===== config.mk =====
export PLATFORM = sky130hd
export DESIGN_NAME = hcp_cmd_port
export DESIGN_NICKNAME = d
export VERILOG_FILES = /design/src/hcp_cmd_port.v /design/src/hcp_crc8.v
export VERILOG_INCLUDE_DIRS = /design/src
export SDC_FILE = /design/constraint.sdc
export NUM_CORES = 1
export LEC_CHECK = 0
export BUFFER_PORTS_ARGS = -buffer_cell sky130_fd_sc_hd__buf_2
export CORE_MARGIN = 5
export CORE_UTILIZATION = 40
export DETAILED_ROUTE_END_ITERATION = 8
export PLACE_DENSITY_LB_ADDON = 0.3
export SYNTH_ARGS = -nofsm -noshare
export SYNTH_HDL_FRONTEND = slang
export SYNTH_SLANG_ARGS = --single-unit

===== constraint.sdc =====
create_clock -name mclk_in -period 4.4 [get_ports mclk_in]
set_input_delay 0 -clock mclk_in [delete_from_list [all_inputs] [get_ports mclk_in]]
set_output_delay 0 -clock mclk_in [all_outputs]
set_load 0.02 [all_outputs]

===== src/hcp_defines.vh =====
`ifndef HCP_DEFINES_VH
`define HCP_DEFINES_VH

// ****************************************
// Bus address and command codes
// ****************************************
`define HCP_SLAVE_ADDR    7'h70
`define HCP_CMD_SOFT_RST  8'hfe
`define HCP_CMD_HTR_WR    8'he6
`define HCP_CMD_HTR_RD    8'he7
`define HCP_CMD_EID_A     16'hfa0f
`define HCP_CMD_EID_B     16'hfcc9
`define HCP_CMD_MEAS_NH   16'h7ca2
`define HCP_CMD_MEAS_NN   16'h7866
`define HCP_CMD_MEAS_FH   16'h6458
`define HCP_CMD_MEAS_FN   16'h609c
`define HCP_CMD_QRY_NOP   16'h805d
`define HCP_CMD_QRY_ID    16'hefc8
`define HCP_CMD_FW_REV    16'h84f1

// ****************************************
// Checksum, reset, firmware revision and idle byte values
// ****************************************
`define HCP_CRC_INIT      8'hfc
`define HCP_CRC_POLY      8'h31
`define HCP_HEATER_RST    8'h00
`define HCP_FW_REV        8'h10
`define HCP_IDLE_BYTE     8'hff

`endif


===== src/hcp_cmd_port.v =====
// What this block does
// RULE_01 - Answer only slave address 0x70
// RULE_02 - Master sends only documented command codes
// RULE_03 - Two identifier reads, each with checksum
// RULE_04 - Decode soft reset, heater write, heater read
// RULE_05 - Four measurement codes pick speed and handshake
// RULE_06 - Query 0x80 0x5D acked, no effect
// RULE_07 - Query 0xEF 0xC8 returns three fixed bytes
// RULE_08 - Command 0x84 0xF1 returns firmware revision
// RULE_09 - Hold stretches clock, no-hold refuses reads
// RULE_10 - No-hold NACKs read address until done
// RULE_11 - Checksum after each LSB, CRC-8 init 0xFC
// RULE_12 - User register read has no checksum
// RULE_13 - Two-byte codes act after second byte
`timescale 1ns/1ns
`include "hcp_defines.vh"

module hcp_cmd_port #(
	parameter [7:0]  FW_REV    = `HCP_FW_REV,
	parameter [23:0] QUERY_ID  = 24'h3c5aa5 // Arbitrary value
) (
	input  wire        mclk_in,
	input  wire        rst_n_in,
	input  wire        ce_in,
	input  wire        scl_in,
	input  wire        sda_in,
	output wire        scl_out,
	output reg         scl_oe_out,
	output wire        sda_out,
	output reg         sda_oe_out,
	output reg         meas_start_out,
	output reg         meas_fast_out,
	input  wire        meas_done_in,
	input  wire [15:0] meas_temp_in,
	input  wire [15:0] meas_hum_in,
	input  wire [31:0] eid_a_in,
	input  wire [31:0] eid_b_in,
	output reg         soft_reset_out,
	output wire [7:0]  heater_out
);

	// ****************************************
	// States and response kinds
	// ****************************************
	localparam [2:0] S_IDLE  = 3'h0;
	localparam [2:0] S_ADDR  = 3'h1;
	localparam [2:0] S_ACK   = 3'h2;
	localparam [2:0] S_WR    = 3'h3;
	localparam [2:0] S_RD    = 3'h4;
	localparam [2:0] S_RACK  = 3'h5;
	localparam [2:0] S_RNXT  = 3'h6;
	localparam [2:0] S_HOLD  = 3'h7;

	localparam [2:0] R_NONE  = 3'h0;
	localparam [2:0] R_MEAS  = 3'h1;
	localparam [2:0] R_EIDA  = 3'h2;
	localparam [2:0] R_EIDB  = 3'h3;
	localparam [2:0] R_HTR   = 3'h4;
	localparam [2:0] R_FW    = 3'h5;
	localparam [2:0] R_QID   = 3'h6;

	reg  [2:0]  scl_sync_q;
	reg  [2:0]  sda_sync_q;
	reg         scl_f_q;
	reg         scl_p_q;
	reg         sda_f_q;
	reg         sda_p_q;
	reg  [2:0]  state_q;
	reg  [3:0]  cnt_q;
	reg  [7:0]  shift_q;
	reg  [7:0]  tx_q;
	reg         rd_q;
	reg  [1:0]  widx_q;
	reg  [7:0]  cmd0_q;
	reg  [2:0]  resp_q;
	reg  [2:0]  bidx_q;
	reg  [7:0]  crc_q;
	reg         busy_q;
	reg         hold_q;
	reg  [7:0]  heater_q;
	reg  [15:0] temp_q;
	reg  [15:0] hum_q;
	reg  [7:0]  tx_byte;
	reg         tx_crc;
	wire [7:0]  crc_next;
	wire        scl_rise;
	wire        scl_fall;
	wire        start_det;
	wire        stop_det;
	wire [15:0] cmd_pair;

	// Open-drain: only ever pull low
	assign scl_out    = 1'b0;
	assign sda_out    = 1'b0;
	assign heater_out = heater_q;

	// Edges of the filtered bus lines
	assign scl_rise  = scl_f_q & ~scl_p_q;
	assign scl_fall  = ~scl_f_q & scl_p_q;
	assign start_det = scl_f_q & scl_p_q & sda_p_q & ~sda_f_q;
	assign stop_det  = scl_f_q & scl_p_q & ~sda_p_q & sda_f_q;
	assign cmd_pair  = {cmd0_q, shift_q};

	// ****************************************
	// Reply byte selection
	// ****************************************

	// Checksum only follows measurement and identifier words
	always @* begin
		tx_byte = `HCP_IDLE_BYTE;
		tx_crc  = 1'b0;
		case (resp_q)
			R_MEAS: begin
				case (bidx_q)
					3'h0: tx_byte = temp_q[15:8];
					3'h1: tx_byte = temp_q[7:0];
					3'h2: tx_crc  = 1'b1; // RULE_11
					3'h3: tx_byte = hum_q[15:8];
					3'h4: tx_byte = hum_q[7:0];
					3'h5: tx_crc  = 1'b1; // RULE_11
					default: tx_byte = `HCP_IDLE_BYTE;
				endcase
			end
			R_EIDA, R_EIDB: begin
				case (bidx_q)
					3'h0: tx_byte = (resp_q == R_EIDA) ?
						eid_a_in[31:24] : eid_b_in[31:24]; // RULE_03
					3'h1: tx_byte = (resp_q == R_EIDA) ?
						eid_a_in[23:16] : eid_b_in[23:16];
					3'h2: tx_byte = (resp_q == R_EIDA) ?
						eid_a_in[15:8] : eid_b_in[15:8];
					3'h3: tx_byte = (resp_q == R_EIDA) ?
						eid_a_in[7:0] : eid_b_in[7:0];
					3'h4: tx_crc  = 1'b1; // RULE_03
					default: tx_byte = `HCP_IDLE_BYTE;
				endcase
			end
			R_HTR: begin
				if (bidx_q == 3'h0) begin
					tx_byte = heater_q; // RULE_12
				end
			end
			R_FW: begin
				if (bidx_q == 3'h0) begin
					tx_byte = FW_REV; // RULE_08
				end
			end
			R_QID: begin
				case (bidx_q)
					3'h0: tx_byte = QUERY_ID[23:16]; // RULE_07
					3'h1: tx_byte = QUERY_ID[15:8];
					3'h2: tx_byte = QUERY_ID[7:0];
					default: tx_byte = `HCP_IDLE_BYTE;
				endcase
			end
			default: tx_byte = `HCP_IDLE_BYTE;
		endcase
		if (tx_crc) begin
			tx_byte = crc_q;
		end
	end

	hcp_crc8 u_crc (
		.crc_in  (crc_q),
		.data_in (tx_byte),
		.crc_out (crc_next)
	);

	// ****************************************
	// Bus engine and command decoder
	// ****************************************

	// Bit timing follows the filtered lines, so a bus level shorter
	// than two enabled master clock cycles is dropped, edge and all
	always @(posedge mclk_in) begin
		if (!rst_n_in) begin
			scl_sync_q     <= 3'h7;
			sda_sync_q     <= 3'h7;
			scl_f_q        <= 1'b1;
			scl_p_q        <= 1'b1;
			sda_f_q        <= 1'b1;
			sda_p_q        <= 1'b1;
			state_q        <= S_IDLE;
			cnt_q          <= 4'h0;
			shift_q        <= 8'h00;
			tx_q           <= 8'hff;
			rd_q           <= 1'b0;
			widx_q         <= 2'h0;
			cmd0_q         <= 8'h00;
			resp_q         <= R_NONE;
			bidx_q         <= 3'h0;
			crc_q          <= `HCP_CRC_INIT;
			busy_q         <= 1'b0;
			hold_q         <= 1'b0;
			heater_q       <= `HCP_HEATER_RST;
			temp_q         <= 16'h0000;
			hum_q          <= 16'h0000;
			scl_oe_out     <= 1'b0;
			sda_oe_out     <= 1'b0;
			meas_start_out <= 1'b0;
			meas_fast_out  <= 1'b0;
			soft_reset_out <= 1'b0;
		end else if (ce_in) begin
			// Change counts once stages two and three agree
			scl_sync_q <= {scl_sync_q[1:0], scl_in};
			sda_sync_q <= {sda_sync_q[1:0], sda_in};
			if (scl_sync_q[1] == scl_sync_q[2]) begin
				scl_f_q <= scl_sync_q[2];
			end
			if (sda_sync_q[1] == sda_sync_q[2]) begin
				sda_f_q <= sda_sync_q[2];
			end
			scl_p_q        <= scl_f_q;
			sda_p_q        <= sda_f_q;
			meas_start_out <= 1'b0;
			soft_reset_out <= 1'b0;
			// Result latched when the engine finishes
			if (meas_done_in) begin
				busy_q <= 1'b0;
				temp_q <= meas_temp_in;
				hum_q  <= meas_hum_in;
			end
			if (start_det) begin
				state_q    <= S_ADDR;
				cnt_q      <= 4'h0;
				sda_oe_out <= 1'b0;
				scl_oe_out <= 1'b0;
			end else if (stop_det) begin
				state_q    <= S_IDLE;
				sda_oe_out <= 1'b0;
				scl_oe_out <= 1'b0;
			end else begin
				case (state_q)
					S_ADDR, S_WR: begin
						if (scl_rise) begin
							shift_q <= {shift_q[6:0], sda_f_q};
							cnt_q   <= cnt_q + 4'h1;
						end else if (scl_fall && cnt_q == 4'h8) begin
							if (state_q == S_ADDR) begin
								if (shift_q[7:1] != `HCP_SLAVE_ADDR) begin
									state_q <= S_IDLE; // RULE_01
								end else if (shift_q[0] && busy_q && !hold_q) begin
									state_q <= S_IDLE; // RULE_10
								end else begin
									sda_oe_out <= 1'b1;
									rd_q       <= shift_q[0];
									widx_q     <= 2'h0;
									state_q    <= S_ACK;
								end
							end else begin
								sda_oe_out <= 1'b1;
								state_q    <= S_ACK;
								if (widx_q != 2'h3) begin
									widx_q <= widx_q + 2'h1;
								end
								if (widx_q == 2'h0) begin
									cmd0_q <= shift_q;
									case (shift_q)
										`HCP_CMD_SOFT_RST: begin
											soft_reset_out <= 1'b1; // RULE_04
											heater_q       <= `HCP_HEATER_RST;
											resp_q         <= R_NONE;
										end
										`HCP_CMD_HTR_RD: begin
											resp_q <= R_HTR; // RULE_04
											bidx_q <= 3'h0;
										end
										default: cmd0_q <= shift_q;
									endcase
								end else if (widx_q == 2'h1) begin
									bidx_q <= 3'h0;
									crc_q  <= `HCP_CRC_INIT;
									// Second byte completes the code
									if (cmd0_q == `HCP_CMD_HTR_WR) begin
										heater_q <= shift_q; // RULE_04
									end else begin
										case (cmd_pair) // RULE_13
											`HCP_CMD_EID_A: resp_q <= R_EIDA; // RULE_03
											`HCP_CMD_EID_B: resp_q <= R_EIDB; // RULE_03
											`HCP_CMD_MEAS_NH,
											`HCP_CMD_MEAS_NN,
											`HCP_CMD_MEAS_FH,
											`HCP_CMD_MEAS_FN: begin
												resp_q         <= R_MEAS; // RULE_05
												busy_q         <= 1'b1;
												meas_start_out <= 1'b1;
												meas_fast_out  <= ~cmd0_q[4]; // Fast codes clear bit 4
												hold_q         <= cmd0_q[2];
											end
											`HCP_CMD_QRY_NOP: resp_q <= R_NONE; // RULE_06
											`HCP_CMD_QRY_ID:  resp_q <= R_QID; // RULE_07
											`HCP_CMD_FW_REV:  resp_q <= R_FW; // RULE_08
											default: resp_q <= R_NONE;
										endcase
									end
								end
							end
						end
					end
					S_ACK: begin
						if (scl_fall) begin
							sda_oe_out <= 1'b0;
							cnt_q      <= 4'h0;
							if (!rd_q) begin
								state_q <= S_WR;
							end else if (busy_q) begin
								scl_oe_out <= 1'b1; // RULE_09
								state_q    <= S_HOLD;
							end else begin
								state_q <= S_RNXT;
							end
						end
					end
					S_HOLD: begin
						// Low bus clock until the result is in
						if (!busy_q) begin
							state_q <= S_RNXT; // RULE_09
						end
					end
					S_RD: begin
						scl_oe_out <= 1'b0;
						if (scl_rise) begin
							cnt_q <= cnt_q + 4'h1;
						end else if (scl_fall) begin
							if (cnt_q == 4'h8) begin
								sda_oe_out <= 1'b0;
								state_q    <= S_RACK;
							end else begin
								tx_q       <= {tx_q[6:0], 1'b1};
								sda_oe_out <= ~tx_q[6];
							end
						end
					end
					S_RACK: begin
						if (scl_rise) begin
							state_q <= sda_f_q ? S_IDLE : S_ACK;
							rd_q    <= 1'b1;
						end
					end
					S_RNXT: begin
						// Byte driven while clock is held or low
						tx_q       <= tx_byte;
						sda_oe_out <= ~tx_byte[7];
						cnt_q      <= 4'h0;
						state_q    <= S_RD;
						if (bidx_q != 3'h7) begin
							bidx_q <= bidx_q + 3'h1;
						end
						crc_q <= tx_crc ? `HCP_CRC_INIT : crc_next; // RULE_11
					end
					default: state_q <= S_IDLE;
				endcase
			end
		end
	end

endmodule


===== src/hcp_crc8.v =====
`timescale 1ns/1ns
`include "hcp_defines.vh"

// ****************************************
// One byte step of the checksum, MSB first
// ****************************************
module hcp_crc8 (
	input  wire [7:0] crc_in,
	input  wire [7:0] data_in,
	output reg  [7:0] crc_out
);

	integer i;

	// Eight shift steps unrolled by the loop, no state kept here
	always @* begin
		crc_out = crc_in ^ data_in;
		for (i = 0; i < 8; i = i + 1) begin
			if (crc_out[7]) begin
				crc_out = {crc_out[6:0], 1'b0} ^ `HCP_CRC_POLY;
			end else begin
				crc_out = {crc_out[6:0], 1'b0};
			end
		end
	end

endmodule


---- Word-level counts from Yosys, hierarchy flattened ----
Index checks and enable logic that the tools add are counted.
W data, S select, Z words.
storage, ports and cells
  register bits ........................... 104
  bits of input ports ..................... 102
  output and inout bits ................... 15
  word-level logic and storage cells ...... 296
cells by class
  eq/ne operators ......................... 71
  reduce and logical (&&, ||, !) cells .... 37
  add/subtract/negate cells ............... 3
  bitwise logic cells ..................... 29
  mux-type cells .......................... 130
operators by type and width
  cell                    number
  $mux W8                 17
  $mux W3                 22
  $eq A16 B15 Y1 const B  4
  $eq A16 B16 Y1 const B  4
  $pmux W8 S4             2
  $mux W1                 54
  $mux W6                 8
  $ne A4 B4 Y1 const B    10
  $pmux W8 S5             1
  $reduce_and A10 Y1      4
  $ne A2 B2 Y1 const B    18
  $reduce_and A9 Y1       4
  $eq A3 B3 Y1 const B    9
  $eq A8 B8 Y1 const B    3
  $not A3 Y3              8
  $pmux W8 S3             1
  $mux W7                 3
  $eq A3 B2 Y1 const B    6
  $pmux W3 S6             1
  $mux W4                 4
  $pmux W8 S2             1
  $pmux W3 S5             1
  $reduce_and A5 Y1       3
  $mux W2                 7
  other kinds (35)        75

---- Longest topological paths before layout ----
Gate-level depths: netlist of run 1.
  depth after elaboration ................. 24
  mapped depth ............................ 15
  gate-level depth less buffers ........... 12

---- By module ----
From an unflattened synthesis of run 1, not the netlist that was laid out.
second synthesis, totals
  cells, all modules ...................... 811
  area, all modules ....................... 6,357.3 µm²
modules (own cells, without submodules)
  module        cells each  times used  seq. area each (µm²)  area each (µm²)
  hcp_cmd_port  792         1           2,082.0               6,142.1
  hcp_crc8      19          1           0.0                   215.2

---- Worst setup path after synthesis of run 1 ----
No wires, ideal clock.
  kind .................................... flip-flop to flip-flop
  start point ............................. register bidx_q[0]
  end point ............................... register crc_q[6]
  data arrival time ....................... 3,015 ps
  path slack .............................. 1,268 ps
  clock period less this slack ............ 3,132 ps
  buffers on the path ..................... 1
  required time ........................... 4,283 ps
  stages on the path, launching flop included .. 14
  library setup time ...................... 117 ps
  path through ............................ dfxtp_1 > inv_1 > ha_1 > buf_4 > nand2_1 > a211oi_1 > or2_1 > or3_1 > a2111oi_4 > mux2i_1 > xnor2_1 > xnor2_1 > xor2_1 > o22a_1
between the ends
  cells in the longest elaborated chain, start to end .. 16
  elaborated cells between the ends (all ways) .. 33
  those cells by class .................... eq/ne: 5; mux: 19; bitwise: 7; reduce/logical: 2
RTL lines
  what                                                  line                text
  start, declared                                       hcp_cmd_port.v:76   reg [2:0] bidx_q;
  start signal, assigned                                hcp_cmd_port.v:347  bidx_q <= bidx_q + 3'h1;
  branches (longest 14 deep; another with $pmux W8 S4)  --
  $mux W8 *                                             hcp_cmd_port.v:349  crc_q <= tx_crc ? `HCP_CRC_INIT : crc_next;
  $pmux W8 S2 *                                         hcp_cmd_port.v:233  case (state_q)
  end signal, assigned                                  hcp_cmd_port.v:192  crc_q <= `HCP_CRC_INIT;
  end signal, assigned                                  hcp_cmd_port.v:272  crc_q <= `HCP_CRC_INIT;
  end signal, assigned                                  hcp_cmd_port.v:349
  end, declared                                         hcp_cmd_port.v:77   reg [7:0] crc_q;
Mark *: on every way between the ends.
A chain may end at the register's enable or synchronous reset.

---- Worst setup path in the final report of run 1 ----
  start point ............................. register bidx_q[0]
  end point ............................... register crc_q[0]
between the ends
  cells in the longest elaborated chain, start to end .. 16
  elaborated cells between the ends (all ways) .. 30
  those cells by class .................... eq/ne: 5; mux: 18; bitwise: 5; reduce/logical: 2
RTL lines
  what                                                  line
  branches (longest 14 deep; another with $pmux W8 S4)  --
  $mux W8 *                                             hcp_cmd_port.v:349
  $pmux W8 S2 *                                         hcp_cmd_port.v:233
Marks and branches as above.

==> flow_metrics.py, run 1 <==
metrics = {
    "floorplan": {
        "die_h_um": 136,
        "boundaryPins": 117,
        "design.core.area_um2": 15800,
        "die_area_um2": 18600,
        "std_cell_rows": 46,
        "initial_core_util_pct": 40.4,
        "die_w_um": 136,
    },
    "global_routing": {
        "grt_pass1_wl_um": 30300,
        "overflow": 0,
        "grt_max_degree": 74,
        "antenna_found_initial": 0,
        "grt_pass1_vias": 5925,
        "grt_use_total_pct": 20.0,
    },
    "routing": {
        "routed_wl_um": 19000,
        "dr.pass1.iters": 5,
        "drc": 0,
        "vias_per_cell": 5.57,
        "antenna_left": 0,
        "vias": 6447,
        "wl_per_cell_um": 16.4,
        "drt_iter0_markers": 622,
    },
    "setup_path": {
        "crit_fanout": 14,
        "cp_num_buf_inv": 1,
        "crit_path_max_incr_delay_ps": 520,
        "start_kind": "flop",
        "cp_slowest_cell": "or4_1",
        "required_ps": 4650,
        "crit_type": "reg2reg",
        "cp-end-kind": "flop",
        "path_delay_family": "simple AND/OR/NAND/NOR gates",
        "cp.arrival_ps": 4070,
        "path_cells": "ha_1 > buf_4 > nor2_1 > or4_1 > a221oi_1 > o2111ai_1 > and3_1 > nor4_1 > nor4_4 > xnor2_1 > a32o_1",
    },
    "place": {
        "dp_hpwl_um": 13300,
        "io_buffer_count": 114,
        "gp_congestion": 0.907,
    },
    "cts": {
        "cts-root-buf": "clkbuf_16",
        "clock_latency_ps": 360,
        "htree_levels": 3,
        "clk_path_buf_depth": 2,
        "cts_tree": "done",
        "clkTransAtPathRegs_ps": 70,
        "cts_sinks": 104,
        "post_cts_buffers": 0,
        "ctsResizeCount": 0,
        "cts_buffers": 9,
    },
    "synth": {
        "yosysTopAreaCellShare_pct": 32.7,
        "netlist-cell-type-count": 81,
        "synth_top_area_cell": "dfxtp_1",
        "synth_edf_count": 0,
        "yosysSeqAreaShare_pct": 32.7,
        "synthCells": 829,
        "avgSynthCellArea_um2": 7.69,
        "ys_seq_elements": 104,
        "async_flop_share_pct": 0,
        "synth_area_leaders": "dfxtp_1 33%, nand2_1 8.0%, a21oi_1 7.1%, mux2i_1 6.1%, nor2_1 4.4%",
        "yosys-top-cells-count": "136 x nand2_1, 104 x dfxtp_1, 90 x a21oi_1",
        "yosysMostFrequentCell": "nand2_1",
        "ys.flop_type": "dfxtp_1",
        "syn_area_um2": 6370,
        "ys_warn_count": 0,
    },
    "timing": {
        "hold_viol": 0,
        "slew_viol_final": 0,
        "max_freq_mhz": 262,
        "finClkSkew_ps": 11.1,
        "slew_headroom_pct": 19.9,
        "setup_tns_ps": 0,
        "finalSetupViolCount": 0,
        "period_share_pct": 86.8,
        "period_minus_slack_ps": 3820,
        "rsz0062_at_grt": "no",
        "worstMarginPinSlew_ps": 1200,
    },
    "final_layout": {
        "antenna_cells": 0,
        "area_delta_synth_final_pct": 19.9,
        "drive_above_1_share_pct": 18.2,
        "nets": 1049,
    },
    "power_and_ir_drop": {
        "power_frac_seq_pct": 50.8,
        "sw_frac_of_total_pct": 24.5,
        "p_int_uw": 1440,
        "peakVddDrop_uv": 161,
        "comb_power_share_pct": 8.2,
        "leakage_uw": 0.00298,
        "cellPowerDensity_nw_per_um2": 250,
        "power_uw": 1910,
        "clockPowerShare_pct": 41.0,
        "p_switching_uw": 467,
    },
    "flow_run": {
        "cap_violations": 0,
    },
    "worst_hold_path": {
        "hold_path_class": "in2reg",
    },
    "status": {
        "status": "finished, final reports clean",
    },
}
registers in the layout (all words and copies together) (netlist names), 2 cells and up:
register	flops
cmd0_q	8
scl_sync_q	3
heater_out	8
state_q	3
crc_q	8
bidx_q	3
tx_q	7
temp_q	16
shift_q	8
resp_q	3
cnt_q	4
widx_q	2
sda_sync_q	3
hum_q	16
routing by layer:
metal / vias to the layer above / routed length (um) / track usage (%)
li1: 3206 / - / -
met3: 31 / 1120 / 3.37
met5: - / 0 / 0
met1: 3016 / 8850 / 28.6
met4: 0 / 350 / 5.94
met2: 194 / 8660 / 30.9
cell type report:
type / count / area (um^2)
flip-flops and latches: 104 / 2080
repair buffers: 158 / 986
well taps: 216 / 270
inverters: 19 / 71.3
clock inverters: 6 / 50.0
fillers: 1587 / 8120
clock buffers: 10 / 239
multi-input cells: 644 / 3950
stage by stage:
stage          utilization, %  area [um^2]  cells  setup slack (ps)  hold WS (ps)
3_5_place_dp             44.5         7020   1107               606           220
5_1_grt                  48.5         7650   1157               400          73.7
6_report                 48.5         7650   1157               580          39.4
3_3_place_gp             44.5         7020   1107               745           215
2_1_floorplan               -         6380    830              1270           128
4_1_cts                  48.5         7650   1157               578          39.9
cells by family after synthesis:
group                    after synthesis  share of synthesized area (%)
AO/OA/AOI/OAI                        245                           25.6
XOR/XNOR                              12                           1.77
adder cells (fa/ha/maj)               11                           2.16
multiplexers                          44                           7.22
AND/OR/NAND/NOR                      330                           25.1
buffers and inverters                 82                           5.48
other                                  1                         0.0588
flip-flops                           104                           32.7
placed cells by master (no fill, tap or decap), types with 12 or more instances in the layout:
| cell type | count |
|---|---|
| nand3_1 | 20 |
| o211ai_1 | 15 |
| a22oi_1 | 31 |
| mux2i_1 | 39 |
| inv_1 | 17 |
| o21ai_0 | 34 |
| dlygate4sd3_1 | 34 |
| dfxtp_1 | 104 |
| buf_2 | 114 |
| nor2_1 | 74 |
| nand2b_1 | 13 |
| nor3_1 | 12 |
| a21oi_1 | 90 |
| nand2_1 | 136 |
power by group through the flow:
stage                     Clock, uW  Sequential, uW  Combinational [uW]
after floorplan                   0             986                73.0
after global placement            0             992                 131
after detailed placement          0             992                 132
after CTS                       801             970                 156
after global routing            845             972                 172
final                           783             970                 158
timing repair:
item                                   4_1_cts  5_1_grt
hold buffers                                34        0
setup endpoints to repair                    0        0
endpoints found under the hold margin       34        0
worst reg2reg max path, cell delays in order, from the launching register on:
cell and delay (ps):
dfxtp_1 470, ha_1 470, buf_4 280, nor2_1 60, or4_1 520, a221oi_1 470, o2111ai_1 220, and3_1 250
nor4_1 450, nor4_4 120, xnor2_1 140, a32o_1 260
worst paths after layout:
kind	start	depth (start not counted)	slack (ps)	end
worst max-delay path	bidx_q[0]	11	580	crc_q[0]
worst min-delay path	rst_n_in	2	40	sda_sync_q[0]
worst max register to register	bidx_q[0]	11	580	crc_q[0]
worst min register to register	hum_q[12]	2	460	hum_q[12]
Power figures use the tool's default switching activity.
==> inputs of run 2 (changes only) <==
- CORE_UTILIZATION: 40 -> 57
- GPL_ROUTABILITY_DRIVEN: unset -> 0
==> run 2 against run 1 <==
  * Wire length fell by 2.2%
  * Global-route usage grew 7.2 points
  * Non-clock buffer count shrank 1
  * Largest cell class unchanged
  * Largest power group unchanged
  * Highest routed layer unchanged
  * Clock power down 20%
  * Worst hold slack improved by 84 ps
==> flow_metrics.py, run 2 (synthesized netlist as in run 1, its figures left out) <==
metrics = {
    "status": {
        "status": "finished, final reports clean",
    },
    "floorplan": {
        "design.core.area_um2": 10900,
        "die_area_um2": 13400,
        "std_cell_rows": 38,
        "boundaryPins": 117,
        "die_w_um": 116,
        "die_h_um": 116,
        "initial_core_util_pct": 58.5,
    },
    "global_routing": {
        "grt_pass1_wl_um": 29500,
        "grt_max_degree": 48,
        "grtUsageMet2_pct": 43.3,
        "busiest_layer": "met2",
        "antenna_found_initial": 0,
        "grt_use_total_pct": 27.2,
        "use_met3_pct": 5.22,
        "met1_usage_pct": 37.9,
        "overflow": 0,
        "grt_pass1_vias": 5940,
    },
    "worst_hold_path": {
        "worst_hold_path.num_cells": 3,
        "hold_path_class": "in2reg",
    },
    "timing": {
        "setup_tns_ps": 0,
        "finalSetupViolCount": 0,
        "worstMarginPinSlew_ps": 1150,
        "slew_viol_final": 0,
        "max_freq_mhz": 261,
        "period_minus_slack_ps": 3830,
        "slew_headroom_pct": 23.1,
        "rsz0062_at_grt": "no",
        "hold_viol": 0,
        "period_share_pct": 87.0,
        "finClkSkew_ps": 14.6,
    },
    "final_layout": {
        "multi_input_area_um2": 3950,
        "drive_above_1_share_pct": 17.9,
        "area_delta_synth_final_pct": 17.1,
        "fin_util_pct": 68.6,
        "reg.largest.list": "hum_q: 16 flops, temp_q: 16 flops",
        "fillers": 908,
        "final-instance-count-excl-fill": 1080,
        "ff_latch_area_um2": 2080,
        "stdcell_area_um2": 7470,
        "nets": 1048,
        "final_cell_mix": "136 x nand2_1, 114 x buf_2, 104 x dfxtp_1, 90 x a21oi_1, 74 x nor2_1",
        "layout_commonest_cell": "nand2_1",
        "antenna_cells": 0,
    },
    "setup_path": {
        "crit_fanout": 15,
        "crit_path_max_incr_delay_ps": 490,
        "cp_slowest_cell": "dfxtp_1",
        "path_common_cell": "xnor2_1",
        "cp-end-kind": "flop",
        "crit_type": "reg2reg",
        "start_kind": "flop",
        "reg2reg_depth": 12,
        "required_ps": 4690,
        "path_cells": "inv_1 > ha_1 > nand2b_1 > nor2_1 > or2_1 > or3_1 > a2111oi_4 > mux2i_1 > xnor2_1 > xnor2_1 > xor2_1 > o22a_1",
        "cp.arrival_ps": 4120,
    },
    "routing": {
        "vias_per_cell": 6.14,
        "drc": 0,
        "antenna_left": 0,
        "routed_wl_um": 18600,
        "vias": 6630,
        "wl_per_cell_um": 17.2,
        "drt_iter0_markers": 827,
        "dr.pass1.iters": 6,
    },
    "power_and_ir_drop": {
        "power_uw": 1750,
        "peakVddDrop_uv": 242,
        "leakage_uw": 0.00293,
        "cellPowerDensity_nw_per_um2": 235,
    },
    "place": {
        "placed_cell_area_um2": 6900,
        "io_buffer_count": 114,
        "dp_hpwl_um": 12800,
        "placedCellCount": 1028,
    },
    "cts": {
        "ctsResizeCount": 0,
        "clock_latency_ps": 390,
        "cts_tree": "done",
        "htree_levels": 3,
        "clk_path_buf_depth": 2,
        "cts_buffers": 9,
        "clkTransAtPathRegs_ps": 110,
        "cts_sinks": 104,
        "cts-root-buf": "clkbuf_8",
    },
    "flow_run": {
        "cap_violations": 0,
    },
}
[run 2: cell types whose count changed in the layout (fill, tap and decap cells not counted)]
| cell | change |
|---|---|
| buf_4 | -3 |
| clkinvlp_4 | +1 |
| dlygate4sd3_1 | +2 |
| clkbuf_8 | +8 |
| clkbuf_16 | -9 |
| clkinv_4 | -1 |
| clkinv_2 | -1 |
| inv_6 | -1 |
| clkinv_8 | +2 |
| inv_12 | +1 |
[run 2: cell type report]
class,instances,area share (%)
multi-input combinational,644,52.9
sequential,104,27.9
timing repair buffer,157,13.2
tap,140,2.35
clock buffer,9,1.66
clock inverter,7,1.12
inverter,19,0.955
[run 2: critical path: cells and delay by family (launching register included)]
| kind | cells | cell delay (ps) |
|---|---|---|
| adders and majority gates | 1 | 440 |
| buffers and inverters | 1 | 130 |
| DFF | 1 | 490 |
| xor gates and xnor gates | 3 | 480 |
| and+or+nand+nor | 4 | 1210 |
| muxes | 1 | 420 |
| AOI/OAI and AO/OA | 2 | 570 |
[run 2: final timing paths]
| kind | startpoint | endpoint | slack (ps) |
|---|---|---|---|
| worst max register to register | bidx_q[0] | crc_q[6] | 570 |
| worst max-delay path | bidx_q[0] | crc_q[6] | 570 |
| worst min-delay path | ce_in | scl_p_q | 120 |
| worst min register to register | hum_q[7] | hum_q[7] | 470 |
[run 2: layer usage]
metal	part of all wire (%)	wire [um]
met1	42	7790
met2	47	8720
met3	9.2	1700
met4	1.9	348
met5	0	0
[run 2: power breakdown]
group | total, uW | switching (uW) | internal, uW | leakage [uW]
clock | 624 | 395 | 229 | 0.0000967
sequential | 972 | 13.9 | 958 | 0.000843
combinational | 159 | 78.3 | 80.8 | 0.00199
total | 1750 | 487 | 1270 | 0.00293
[run 2: what timing repair did]
item / in CTS / in global routing
setup buffers: 0 / 0
hold buffers: 36 / 0
endpoints found under the hold margin: 39 / 0
[run 2: per-stage QoR]
step / setup slack, ps / hold slack [ps]
6_report: 572 / 123
5_1_grt: 371 / 158
4_1_cts: 606 / 112
3_5_place_dp: 634 / 230
3_3_place_gp: 772 / 221
2_1_floorplan: 1270 / 128
